**config.mk**
```make
export PLATFORM = sky130hd
export DESIGN_NAME = bank0_special_register_map
export DESIGN_NICKNAME = d
export VERILOG_FILES = /design/src/rtl/gpr_ram.v /design/src/rtl/bank0_special_register_map.v
export VERILOG_INCLUDE_DIRS = /design/src /design/src/rtl
export SDC_FILE = /design/constraint.sdc
export NUM_CORES = 2
export LEC_CHECK = 0
export BUFFER_PORTS_ARGS = -buffer_cell sky130_fd_sc_hd__buf_4
export CELL_PAD_IN_SITES_DETAIL_PLACEMENT = 2
export CELL_PAD_IN_SITES_GLOBAL_PLACEMENT = 2
export CORE_ASPECT_RATIO = 1.75
export CORE_MARGIN = 2
export CORE_UTILIZATION = 43
export DETAILED_ROUTE_END_ITERATION = 12
export GPL_ROUTABILITY_DRIVEN = 0
export MAX_ROUTING_LAYER = met4
export PLACE_DENSITY_LB_ADDON = 0.1
export SLEW_MARGIN = 20
export SYNTH_ARGS = -nofsm -noshare
export SYNTH_HDL_FRONTEND = slang
export SYNTH_SLANG_ARGS = --single-unit
```
**constraint.sdc**
```tcl
create_clock -name clk -period 4.3 [get_ports clk]
set_input_delay 0.215 -clock clk [delete_from_list [all_inputs] [get_ports clk]]
set_output_delay 0.215 -clock clk [all_outputs]
set_load 0.02 [all_outputs]
```
**src/rtl/bank0_sfr_map.vh**
```
// Address map, field positions and reset values of the bank 0 special registers
`ifndef BANK0_SFR_MAP_VH
`define BANK0_SFR_MAP_VH
`define A_INDIRECT      7'h00
`define A_TIMER0        7'h01
`define A_PC_LOW        7'h02
`define A_STATUS        7'h03
`define A_POINTER       7'h04
`define A_PORT_A        7'h05
`define A_PORT_B        7'h06
`define A_PORT_C        7'h07
`define A_PC_LATCH      7'h0a
`define A_INT_CTRL      7'h0b
`define A_PERIPH_FLAGS  7'h0c
`define A_TIMER1_LOW    7'h0e
`define A_TIMER1_HIGH   7'h0f
`define A_TIMER1_CTRL   7'h10
`define A_TIMER2        7'h11
`define A_TIMER2_CTRL   7'h12
`define A_SERIAL_BUF    7'h13
`define A_SERIAL_CTRL   7'h14
`define A_CAPTURE_LOW   7'h15
`define A_CAPTURE_HIGH  7'h16
`define A_CAPTURE_CTRL  7'h17
`define A_CONV_RESULT   7'h1e
`define A_CONV_CTRL     7'h1f
`define A_GPR_FIRST     7'h20
// Implemented-bit masks
`define M_PORT_A        8'h3f
`define M_PC_LATCH      8'h1f
`define M_PERIPH_FLAGS  8'h4f
`define M_PERIPH_NOCONV 8'h0f
`define M_TIMER1_CTRL   8'h3f
`define M_TIMER2_CTRL   8'h7f
`define M_CAPTURE_CTRL  8'h3f
`define M_CONV_CTRL     8'hfd
// Reset values
`define R_ZERO          8'h00
`define R_STATUS_POR    8'h18
`define R_STATUS_KEEP   8'h07
// Status bit positions
`define S_TIMEOUT       4
`define S_POWERDOWN     3
`endif

```
**src/rtl/gpr_ram.v**
```verilog
// General purpose static RAM of one bank, registered read data
`default_nettype none
module gpr_ram (
    input  wire       clk,   // Core clock
    input  wire       we,    // Write strobe
    input  wire [6:0] waddr, // Write address
    input  wire [7:0] wdata, // Write data
    input  wire [6:0] raddr, // Read address
    output reg  [7:0] rdata  // Registered read data
);
    reg [7:0] mem [0:127];

    // Write and registered read
    always @(posedge clk) begin
        if (we) begin
            mem[waddr] <= wdata;
        end
        rdata <= mem[raddr];
    end
endmodule // gpr_ram
`default_nettype wire

```
**src/rtl/bank0_special_register_map.v**
```verilog
// Bank 0 special function register decode with port latches and general purpose RAM
`include "bank0_sfr_map.vh"
`default_nettype none
module bank0_special_register_map (
    input  wire       clk,          // Core clock
    input  wire       rst,          // Any reset, synchronous
    input  wire       power_reset,  // With rst: power-on or brown-out
    input  wire       cause_timeout,// Time-out bit value for a reset without power_reset
    input  wire       cause_pwrdown,// Power-down bit value for a reset without power_reset
    input  wire       has_converter,// Converter present on this variant
    input  wire       rd,           // Data read strobe
    input  wire       wr,           // Data write strobe
    input  wire [7:0] addr,         // File address, bit 7 is bank select
    input  wire [7:0] wdata,        // Write data
    output reg  [7:0] rdata,        // Read data, one cycle after rd
    input  wire       pc_upper_load,// Program counter upper byte load
    output reg  [12:0] pc_ff,       // Program counter
    input  wire [7:0] status_flags_in,// ALU flag update value
    input  wire       status_flags_we,// ALU flag update strobe
    output wire [7:0] status_out,   // Status register
    output wire [7:0] int_ctrl_out, // Interrupt control register
    input  wire [5:0] pin_a,        // Port A pin levels
    input  wire [7:0] pin_b,        // Port B pin levels
    input  wire [7:0] pin_c,        // Port C pin levels
    output wire [5:0] port_a_out,   // Port A output latch
    output wire [7:0] port_b_out,   // Port B output latch
    output wire [7:0] port_c_out,   // Port C output latch
    output wire [5:0] port_a_oe,    // Port A drive enable
    output wire [7:0] port_b_oe,    // Port B drive enable
    output wire [7:0] port_c_oe     // Port C drive enable
);
    reg  [7:0] status_ff;
    reg  [7:0] pointer_ff;
    reg  [4:0] pc_latch_ff;
    reg  [7:0] int_ctrl_ff;
    reg  [7:0] periph_ff;
    reg  [5:0] lat_a_ff;
    reg  [7:0] lat_b_ff;
    reg  [7:0] lat_c_ff;
    reg  [5:0] dir_a_ff;
    reg  [7:0] dir_b_ff;
    reg  [7:0] dir_c_ff;
    reg  [7:0] sfr_q_ff;
    reg  [6:0] rd_off_ff;
    wire [6:0] ram_raddr;
    wire [31:0] store_sel;
    wire [255:0] store_flat;
    reg  [7:0] nxt_rdata;
    reg        ram_sel_ff;
    wire [7:0] ram_q;
    wire [7:0] eff_addr;
    wire [6:0] off;
    wire       bank1;
    wire       gpr;
    wire       is_plain;
    wire [7:0] flag_mask;
    genvar     i;

    // Plain stores cleared by every reset, and those cleared by power resets only
    localparam [31:0] CLR_ANY   = (32'h0000_0001 << `A_TIMER2) | (32'h0000_0001 << `A_TIMER2_CTRL) |
                                  (32'h0000_0001 << `A_SERIAL_CTRL) | (32'h0000_0001 << `A_CAPTURE_CTRL) |
                                  (32'h0000_0001 << `A_CONV_CTRL);
    localparam [31:0] CLR_POWER = 32'h0000_0001 << `A_TIMER1_CTRL;

    // Indirect location redirects through the pointer
    assign eff_addr = (addr[6:0] == `A_INDIRECT) ? pointer_ff : addr;
    assign off      = eff_addr[6:0];
    assign bank1    = eff_addr[7];
    assign gpr      = (off >= `A_GPR_FIRST);
    assign flag_mask = has_converter ? `M_PERIPH_FLAGS : `M_PERIPH_NOCONV;

    // Timer, serial, capture and converter data stores
    assign is_plain = ~bank1 & ((off == `A_TIMER0) | ((off >= `A_TIMER1_LOW) & (off <= `A_CAPTURE_CTRL)) |
                      (has_converter & ((off == `A_CONV_RESULT) | (off == `A_CONV_CTRL))));

    gpr_ram u_ram (
        .clk   (clk),
        .we    (wr & gpr & ~(addr[6:0] == `A_INDIRECT && pointer_ff[6:0] == `A_INDIRECT)),
        .waddr (off),
        .wdata (wdata),
        .raddr (ram_raddr),
        .rdata (ram_q)
    );

    // Ports: latch drives pin only when direction says output
    assign port_a_out = lat_a_ff;
    assign port_b_out = lat_b_ff;
    assign port_c_out = lat_c_ff;
    assign port_a_oe  = ~dir_a_ff;
    assign port_b_oe  = ~dir_b_ff;
    assign port_c_oe  = ~dir_c_ff;
    assign status_out   = status_ff;
    assign int_ctrl_out = int_ctrl_ff;

    // Implemented-bit mask for plain stores
    function [7:0] plain_mask;
        input [6:0] a;
        begin
            case (a)
                `A_TIMER1_CTRL:  plain_mask = `M_TIMER1_CTRL;
                `A_TIMER2_CTRL:  plain_mask = `M_TIMER2_CTRL;
                `A_CAPTURE_CTRL: plain_mask = `M_CAPTURE_CTRL;
                `A_CONV_CTRL:    plain_mask = `M_CONV_CTRL;
                default:         plain_mask = 8'hff;
            endcase
        end
    endfunction

    // Direction registers, any reset turns every pin to input
    always @(posedge clk) begin
        if (rst) begin
            dir_a_ff <= 6'h3f;
            dir_b_ff <= 8'hff;
            dir_c_ff <= 8'hff;
        end else if (wr && !gpr && bank1) begin
            case (off)
                `A_PORT_A: begin
                    dir_a_ff <= wdata[5:0];
                end
                `A_PORT_B: begin
                    dir_b_ff <= wdata;
                end
                `A_PORT_C: begin
                    dir_c_ff <= wdata;
                end
                default: begin
                    dir_a_ff <= dir_a_ff;
                end
            endcase
        end
    end

    // Output latches, port A clears all but bit 4, ports B and C keep contents
    always @(posedge clk) begin
        if (rst) begin
            lat_a_ff <= {1'b0, lat_a_ff[4], 4'h0};
        end else if (wr && !gpr && !bank1) begin
            case (off)
                `A_PORT_A: begin
                    lat_a_ff <= wdata[5:0];
                end
                `A_PORT_B: begin
                    lat_b_ff <= wdata;
                end
                `A_PORT_C: begin
                    lat_c_ff <= wdata;
                end
                default: begin
                    lat_a_ff <= lat_a_ff;
                end
            endcase
        end
    end

    // Program counter, low byte written directly, upper bits only from the latch
    always @(posedge clk) begin
        if (rst) begin
            pc_ff <= 13'h0000;
        end else begin
            if (pc_upper_load) begin
                pc_ff[12:8] <= pc_latch_ff;
            end
            if (wr && !gpr && off == `A_PC_LOW) begin
                pc_ff[7:0] <= wdata;
            end
        end
    end

    // Holding latch for program counter bits 12 to 8
    always @(posedge clk) begin
        if (rst) begin
            pc_latch_ff <= 5'h00;
        end else if (wr && !gpr && off == `A_PC_LATCH) begin
            pc_latch_ff <= wdata[4:0];
        end
    end

    // Indirect pointer, no reset, contents survive every reset
    always @(posedge clk) begin
        if (!rst && wr && !gpr && off == `A_POINTER) begin
            pointer_ff <= wdata;
        end
    end

    // Interrupt control, bit 0 survives reset
    always @(posedge clk) begin
        if (rst) begin
            int_ctrl_ff <= {7'h00, int_ctrl_ff[0]};
        end else if (wr && !gpr && off == `A_INT_CTRL) begin
            int_ctrl_ff <= wdata;
        end
    end

    // Status, cause bits from the reset source, ALU flags win over software
    always @(posedge clk) begin
        if (rst) begin
            if (power_reset) begin
                status_ff <= `R_STATUS_POR | (status_ff & `R_STATUS_KEEP);
            end else begin
                status_ff <= {3'h0, cause_timeout, cause_pwrdown, status_ff[2:0]};
            end
        end else if (wr && !gpr && off == `A_STATUS) begin
            status_ff[7:5] <= wdata[7:5];
            if (status_flags_we) begin
                status_ff[2:0] <= status_flags_in[2:0];
            end else begin
                status_ff[2:0] <= wdata[2:0];
            end
        end else if (status_flags_we) begin
            status_ff[2:0] <= status_flags_in[2:0];
        end
    end

    // Peripheral flags, bank 0 only, absent bits never stored
    always @(posedge clk) begin
        if (rst) begin
            periph_ff <= `R_ZERO;
        end else if (wr && !gpr && !bank1 && off == `A_PERIPH_FLAGS) begin
            periph_ff <= wdata & flag_mask;
        end
    end

    // One-hot select of the addressed plain store
    assign store_sel = 32'h0000_0001 << off[4:0];

    // Plain stores, one per file address; entries with no register are never written
    generate
        for (i = 0; i < 32; i = i + 1) begin : g_store
            reg [7:0] store_ff;
            // Reset class of this entry, writes through the implemented-bit mask
            always @(posedge clk) begin
                if (rst) begin
                    if (CLR_ANY[i] || (CLR_POWER[i] && power_reset)) begin
                        store_ff <= `R_ZERO;
                    end
                end else if (wr && !gpr && is_plain && store_sel[i]) begin
                    store_ff <= wdata & plain_mask(off);
                end
            end
            assign store_flat[8 * i +: 8] = store_ff;
        end
    endgenerate

    // Read decode, unmapped locations and bits return zero
    always @* begin
        nxt_rdata = `R_ZERO;
        case (off)
            `A_INDIRECT: begin
                nxt_rdata = `R_ZERO;
            end
            `A_PC_LOW: begin
                nxt_rdata = pc_ff[7:0];
            end
            `A_STATUS: begin
                nxt_rdata = status_ff;
            end
            `A_POINTER: begin
                nxt_rdata = pointer_ff;
            end
            `A_PC_LATCH: begin
                nxt_rdata = {3'h0, pc_latch_ff};
            end
            `A_INT_CTRL: begin
                nxt_rdata = int_ctrl_ff;
            end
            `A_PORT_A: begin
                if (bank1) begin
                    nxt_rdata = {2'h0, dir_a_ff};
                end else begin
                    nxt_rdata = {2'h0, pin_a};
                end
            end
            `A_PORT_B: begin
                if (bank1) begin
                    nxt_rdata = dir_b_ff;
                end else begin
                    nxt_rdata = pin_b;
                end
            end
            `A_PORT_C: begin
                if (bank1) begin
                    nxt_rdata = dir_c_ff;
                end else begin
                    nxt_rdata = pin_c;
                end
            end
            `A_PERIPH_FLAGS: begin
                if (bank1) begin
                    nxt_rdata = `R_ZERO;
                end else begin
                    nxt_rdata = periph_ff & flag_mask;
                end
            end
            default: begin
                if (is_plain) begin
                    nxt_rdata = store_flat[{off[4:0], 3'h0} +: 8] & plain_mask(off);
                end
            end
        endcase
    end

    // Held read address keeps the RAM output standing after the strobe
    assign ram_raddr = rd ? off : rd_off_ff;

    // Registered special register data and RAM source flag
    always @(posedge clk) begin
        if (rst) begin
            ram_sel_ff <= 1'b0;
            rd_off_ff  <= 7'h00;
            sfr_q_ff   <= `R_ZERO;
        end else if (rd) begin
            ram_sel_ff <= gpr;
            rd_off_ff  <= off;
            sfr_q_ff   <= nxt_rdata;
        end
    end

    // Read data from RAM or special register, both sources are flip-flops
    always @* begin
        if (ram_sel_ff) begin
            rdata = ram_q;
        end else begin
            rdata = sfr_q_ff;
        end
    end
endmodule // bank0_special_register_map
`default_nettype wire

```
Word level (Yosys, flattened, before mapping)
Memories as Yosys holds them, arrays and structs flattened. A register that Yosys moved wholly into a read port is not among the register bits.
Index checks and enable logic that the tools add are counted.
- shift-type cells: 2
- bitwise operators: 49
- multiplexer cells: 88
- equality and inequality tests: 16
- reduce and logical (&&, ||, !) cells: 92
- $lt $le $gt $ge: 3
- operator list (operator ; number):
    $mux W8 ; 75
    $and A8 B8 Y8 ; 33
    $shiftx A256 B9 Y8 ; 1
    $pmux W8 S10 ; 1
    $reduce_and A2 Y1 ; 33
    $logic_and A1 B1 Y1 ; 45
    $eq A7 B5 Y1 const B ; 5
    $shl A1 B5 Y32 const A ; 1
    $eq A7 B3 Y1 const B ; 4
    $pmux W8 S3 ; 1
    $eq A7 B4 Y1 const B ; 3
    $logic_not A7 Y1 ; 3
    $mux W3 ; 6
    $and A8 B7 Y8 ; 2
    $not A8 Y8 ; 2
    $eq A7 B2 Y1 const B ; 2
    $mux W7 ; 2
    $reduce_or A10 Y1 ; 1
    $reduce_and A3 Y1 ; 3
    $eq A7 B1 Y1 const B ; 1
    $ge A7 B4 Y1 const B ; 1
    $ge A7 B6 Y1 const B ; 1
    $le A7 B5 Y1 const B ; 1
    $mux W6 ; 1
    9 further kinds ; 22
- output and inout bits: 81
- bits in writable memories: 1024
- input port bits: 56
- flip-flop bits (word level): 366
- word-level logic and storage cells: 303
- memories: 1
- memory list (name ; depth ; width ; read ports ; clocked after memory_dff ; wr ports ; line ; source):
    u_ram.mem ; 128 ; 8 ; 1 ; 1 ; 1 ; gpr_ram.v:11 ; reg [7:0] mem [0:127];

Depth between registers and ports, before layout
- depth after elaboration: 14
- gate-level depth with buffers: 14
- gate-level depth less buffers: 8

Hierarchy
Synthesis repeated with hierarchy kept, for this count alone.
- cell total of the unflattened synthesis: 2994
- area, all modules: 54942.7 sq um
- by module, submodules not included (module ; area each (sq um) ; cells an instance ; seq. area each (sq um) ; times used):
    gpr_ram ; 39638.0 ; 1628 ; 30909.6 ; 1
    bank0_special_register_map ; 15304.7 ; 1366 ; 9529.1 ; 1

Worst setup path before layout
OpenSTA, ideal clock, no wires.
- kind: input-to-reg
- from: input addr[3]
- to: register g_store[1].store_ff[0], enable pin
- arrival time: 3147 ps
- path slack: 759 ps
- cell stages on the path: 10
- path through: buf_6 -> or4_1 -> buf_2 -> o21ai_1 -> and2_1 -> buf_2 -> nand3_2 -> or3_1 -> clkbuf_1 -> nor4_1
- longest elaborated chain between the ends: 10
- elaborated cells on any way between the ends: 21
- classes of those cells: order compare (3); eq/ne (3); shift (1); mux (1); bitwise (7); reduce/logical (6)
- RTL lines (item ; line ; source):
    from (decl) ; bank0_special_register_map.v:13 ; input wire [7:0] addr,
    $logic_not A7 Y1 (no line) ; -- ;
    $mux W8 (*) ; bank0_special_register_map.v:66 ; assign eff_addr = (addr[6:0] == `A_INDIRECT) ? pointer_ff : addr;
    $ge A7 B4 Y1 (no line) (tied with other cells) ; -- ;
    $and A1 B1 Y1 or $or A1 B1 Y1 (tied branches) ; bank0_special_register_map.v:73, bank0_special_register_map.v:74 ;
    $or A1 B1 Y1 or $and A1 B1 Y1 (tied branches) ; bank0_special_register_map.v:73, bank0_special_register_map.v:74 ;
    $or A1 B1 Y1 ; bank0_special_register_map.v:73 ; assign is_plain = ~bank1 & ((off == `A_TIMER0) | ((off >= `A_TIMER1_LOW) & (off <= `A_CAPTURE_CTRL)) |
    $and A1 B1 Y1 ; bank0_special_register_map.v:73 ;
    $logic_and A1 B1 Y1 ; bank0_special_register_map.v:236 ; end else if (wr && !gpr && is_plain && store_sel[i]) begin
    $logic_and A1 B1 Y1 (*) ; bank0_special_register_map.v:236 ;
    $reduce_and A2 Y1 (no line) (*) ; -- ;
    to (signal assigned) ; bank0_special_register_map.v:234 ; store_ff <= `R_ZERO;
    to (signal assigned) ; bank0_special_register_map.v:237 ; store_ff <= wdata & plain_mask(off);
    to (decl) ; bank0_special_register_map.v:229 ; reg [7:0] store_ff;
Every way passes the cells marked *; elsewhere a longest branch is shown, timed or not.
A chain may end at the register's enable or synchronous reset.

Worst setup path after layout
- from: register pointer_ff[1]
- to: register sfr_q_ff[2]
- longest elaborated chain between the ends: 8
- elaborated cells on any way between the ends: 26
- classes of those cells: order compare (2); eq/ne (12); shift (1); mux (3); bitwise (7); reduce/logical (1)
- RTL lines (item ; line ; source):
    from (decl) ; bank0_special_register_map.v:33 ; reg [7:0] pointer_ff;
    from (signal assigned) ; bank0_special_register_map.v:181 ; pointer_ff <= wdata;
    $mux W8 (*) ; bank0_special_register_map.v:66 ;
    branches (longest 6 deep; another with $shiftx A256 B9 Y8) ; -- ;
    $pmux W8 S10 (*) ; bank0_special_register_map.v:247 ; case (off)
    to (signal assigned) ; bank0_special_register_map.v:310 ; sfr_q_ff <= `R_ZERO;
    to (signal assigned) ; bank0_special_register_map.v:314 ; sfr_q_ff <= nxt_rdata;
    to (decl) ; bank0_special_register_map.v:43 ; reg [7:0] sfr_q_ff;
Mark *: on every way between the ends.

==> results.cfg <==
[synth]
ys_ff_latch = 1395
syn-cell-area_sq_mm = 0.0694
ys_types = 85
async_flop_share = 0
yosysMostFrequentCell = edfxtp_1
syn_avg_cell_area_sq_um = 11.3
netlist_instances = 6155
yosysWarnings = 0
synth_top_area_frac = 0.551
yosys.area.top_type = edfxtp_1
yosys-top-cells-count = edfxtp_1 (1274), nand2_1 (754), clkbuf_1 (453), a221oi_1 (358), a211oi_1 (276)
synth_edf_count = 1274
synthFlopType = edfxtp_1
yosysSeqAreaShare = 0.586
synthTopCellsByArea = edfxtp_1 (55%), a221oi_1 (4.5%), nand2_1 (4.1%)

[timing]
max_slew_margin = 0.186
clock_skew_ns = 0.0436
finalSetupViolCount = 0
period_share = 0.952
hold_viol_final = 0
max_slew.worst_pin.slew_ns = 1.22
report.final.slew_viol_count = 0
rsz0062_at_grt = false
period_minus_slack_ns = 4.09
max_freq_mhz = 244
setup_tns_ns = 0
setup_slack_ns = 0.206

[routing]
routed_wl_mm = 291
vias = 58700
routedWlPerCell_um = 33.2
drc = 0
ant_nets = 0
vias_per_cell = 6.70
drtPass1Iterations = 6
first_iter_violations = 4259

[die]
initial_core_util = 0.432
rows = 195
ios = 137
coreArea_sq_mm = 0.161
die_h_um = 535
die-area_sq_mm = 0.165
fp.dieW_um = 308

[setup_path]
path_class = reg2reg
start_kind = flip-flop
slowest_delay_ns = 0.67
crit_slowest_cell = nor4_1
r2r_setup_slack_ns = 0.21
crit_fanout = 17
endpoint_kind = flip-flop
critPathRequiredTime_ns = 5.07
path_buf_inv = 2
path_cells = nor3b_1 -> buf_4 -> a21oi_4 -> a21oi_1 -> a32oi_1 -> o21ai_0 -> nor4_1 -> o21ai_0 -> a41oi_1 -> dlygate4sd3_1
cp_common_cell = o21ai_0
cp.arrival_ns = 4.86
crit_family = compound AO/OA/AOI/OAI gates

[grt]
antenna_found_initial = 8
grt_usage = 0.357
grt_max_degree = 163
grt_pass1_wl_mm = 427
grt_pass1_vias = 63700
gr-total-overflow = 0

[layout]
multi_input_area_sq_mm = 0.0278
drive_above_1_share = 0.120
fill_cells = 15800
final-seq-area_sq_mm = 0.0407
areaGrowthSynthToFinish_pct = 16.0
final_nets = 6632

[place]
pre_cts_ws_ns = 0.0587
dp_hpwl_mm = 181
port_buffers = 131

[pwr]
p_leak_nw = 27.0
powerDensity_mw_per_mm2 = 399
peakVddDrop_v = 0.000477

[clock_tree]
clk_pin_slew_worst_paths_ns = 0.07
cts_buffers = 151
cts.sinks = 1395
postCtsSetupBuffers = 0
clk_path_buf_depth = 4
clockRootBuffer = clkbuf_16
clkLatencyLatePin_ns = 0.85
hold_buffers = 31
cts_tree = yes
ctsHtreeMaxLevel = 4
cts_resized = 0

[worst_hold_path]
hold_class = in2reg

[run]
maxCapViolCount = 0

[outcome]
status = complete, no violations
kinds of logic after synthesis:
kind of cell | Yosys count | share of synthesized area
AO/OA/AOI/OAI | 1880 | 0.199
AND/OR/NAND/NOR | 1945 | 0.136
buffers and inverters | 658 | 0.0379
other | 1 | 0.0000540
multiplexers | 276 | 0.0414
flip-flops | 1395 | 0.586
routing by layer:
| layer | GRT usage | wire [um] | vias to the layer above |
|---|---|---|---|
| met5 | - | 0 | - |
| met4 | 0.221 | 20700 | 0 |
| met3 | 0.0459 | 14000 | 839 |
| met2 | 0.619 | 150000 | 2088 |
| met1 | 0.387 | 106000 | 30900 |
| li1 | - | - | 24900 |
path summary, 6_finish.rpt:
check | startpoint | to | cells past startpoint
worst max register to register | pointer_ff[1]$_DFFE_PP_ | sfr_q_ff[2]$_SDFFE_PP0P_ | 10
worst max-delay path | pointer_ff[1]$_DFFE_PP_ | sfr_q_ff[2]$_SDFFE_PP0P_ | 10
worst min-delay path | wdata[6] | dir_b_ff[6]$_SDFFE_PP1P_ | 3
worst min register to register | dir_a_ff[4]$_SDFFE_PP1P_ | dir_a_ff[4]$_SDFFE_PP1P_ | 1
worst min-delay path, delay by kind of cell:
| family | cells | cell delay [ns] |
|---|---|---|
| buffers and inverters | 1 | 0.30 |
| AND/OR/NAND/NOR | 2 | 0.25 |
area by class of cell:
| class | instances | area share |
|---|---|---|
| sequential | 1395 | 0.505 |
| multi-input combinational | 4509 | 0.346 |
| timing repair buffer | 484 | 0.0577 |
| clock buffer | 191 | 0.0505 |
| tap | 2068 | 0.0321 |
| clock inverter | 69 | 0.00664 |
| inverter | 35 | 0.00173 |
| antenna | 7 | 0.000218 |
registers in the layout (all words and copies together), names as in the netlist, 6 cells and up:
register / count
dir_c_ff: 8
pc_ff: 13
pointer_ff: 8
dir_a_ff: 6
port_b_out: 8
g_store.store_ff: 256
u_ram.mem: 1024
sfr_q_ff: 8
u_ram.rdata: 8
port_c_out: 8
int_ctrl_out: 8
dir_b_ff: 8
status_out: 8
rd_off_ff: 7
port_a_out: 6
cells in the final DEF, fill, tap and decap left out, types with 16 or more instances in the layout:
master         count
edfxtp_1        1274
o2111ai_1         52
clkinv_2          29
clkbuf_1          30
mux2i_1          234
nand3_1          273
o32ai_1           27
nand4_1          206
clkinv_1          21
o21ai_0          266
clkbuf_16        154
buf_4            374
dfxtp_1          120
a31oi_1           38
a211oi_1         276
inv_1             33
nor3_1            41
nor3b_1           16
and3_1            66
a311oi_1          34
a211o_1           20
a21oi_1          259
nor2_1           242
o211ai_1          68
a221oi_1         358
conb_1           408
o221ai_1          76
nor4_1            20
a22oi_1           89
nor2b_1          239
o311ai_0          16
o22ai_1           51
mux2_2            37
a221o_1           27
a22o_1            35
nand2_1          753
dlygate4sd3_1     31
buf_12            72
power by group:
part	switching, mW	internal (mW)	leakage [nW]
clock network	5.71	7.11	2.26
logic	2.66	1.19	11.9
registers	0.273	15.2	12.8
per-stage QoR:
| stage | util | hold WS, ns | cells | total power, mW | cell area (sq um) |
|---|---|---|---|---|---|
| after floorplan | - | 0.314 | 6562 | 17.7 | 70900 |
| after global placement | 0.470 | 0.445 | 8459 | 19.3 | 75500 |
| after detailed placement | 0.470 | 0.449 | 8460 | 19.5 | 75600 |
| after CTS | 0.500 | 0.00305 | 8751 | 32.2 | 80500 |
| after global routing | 0.501 | 0.0387 | 8758 | 32.9 | 80500 |
| final | 0.501 | 0.0574 | 8758 | 32.1 | 80500 |
(Power assumes the default switching activity.)
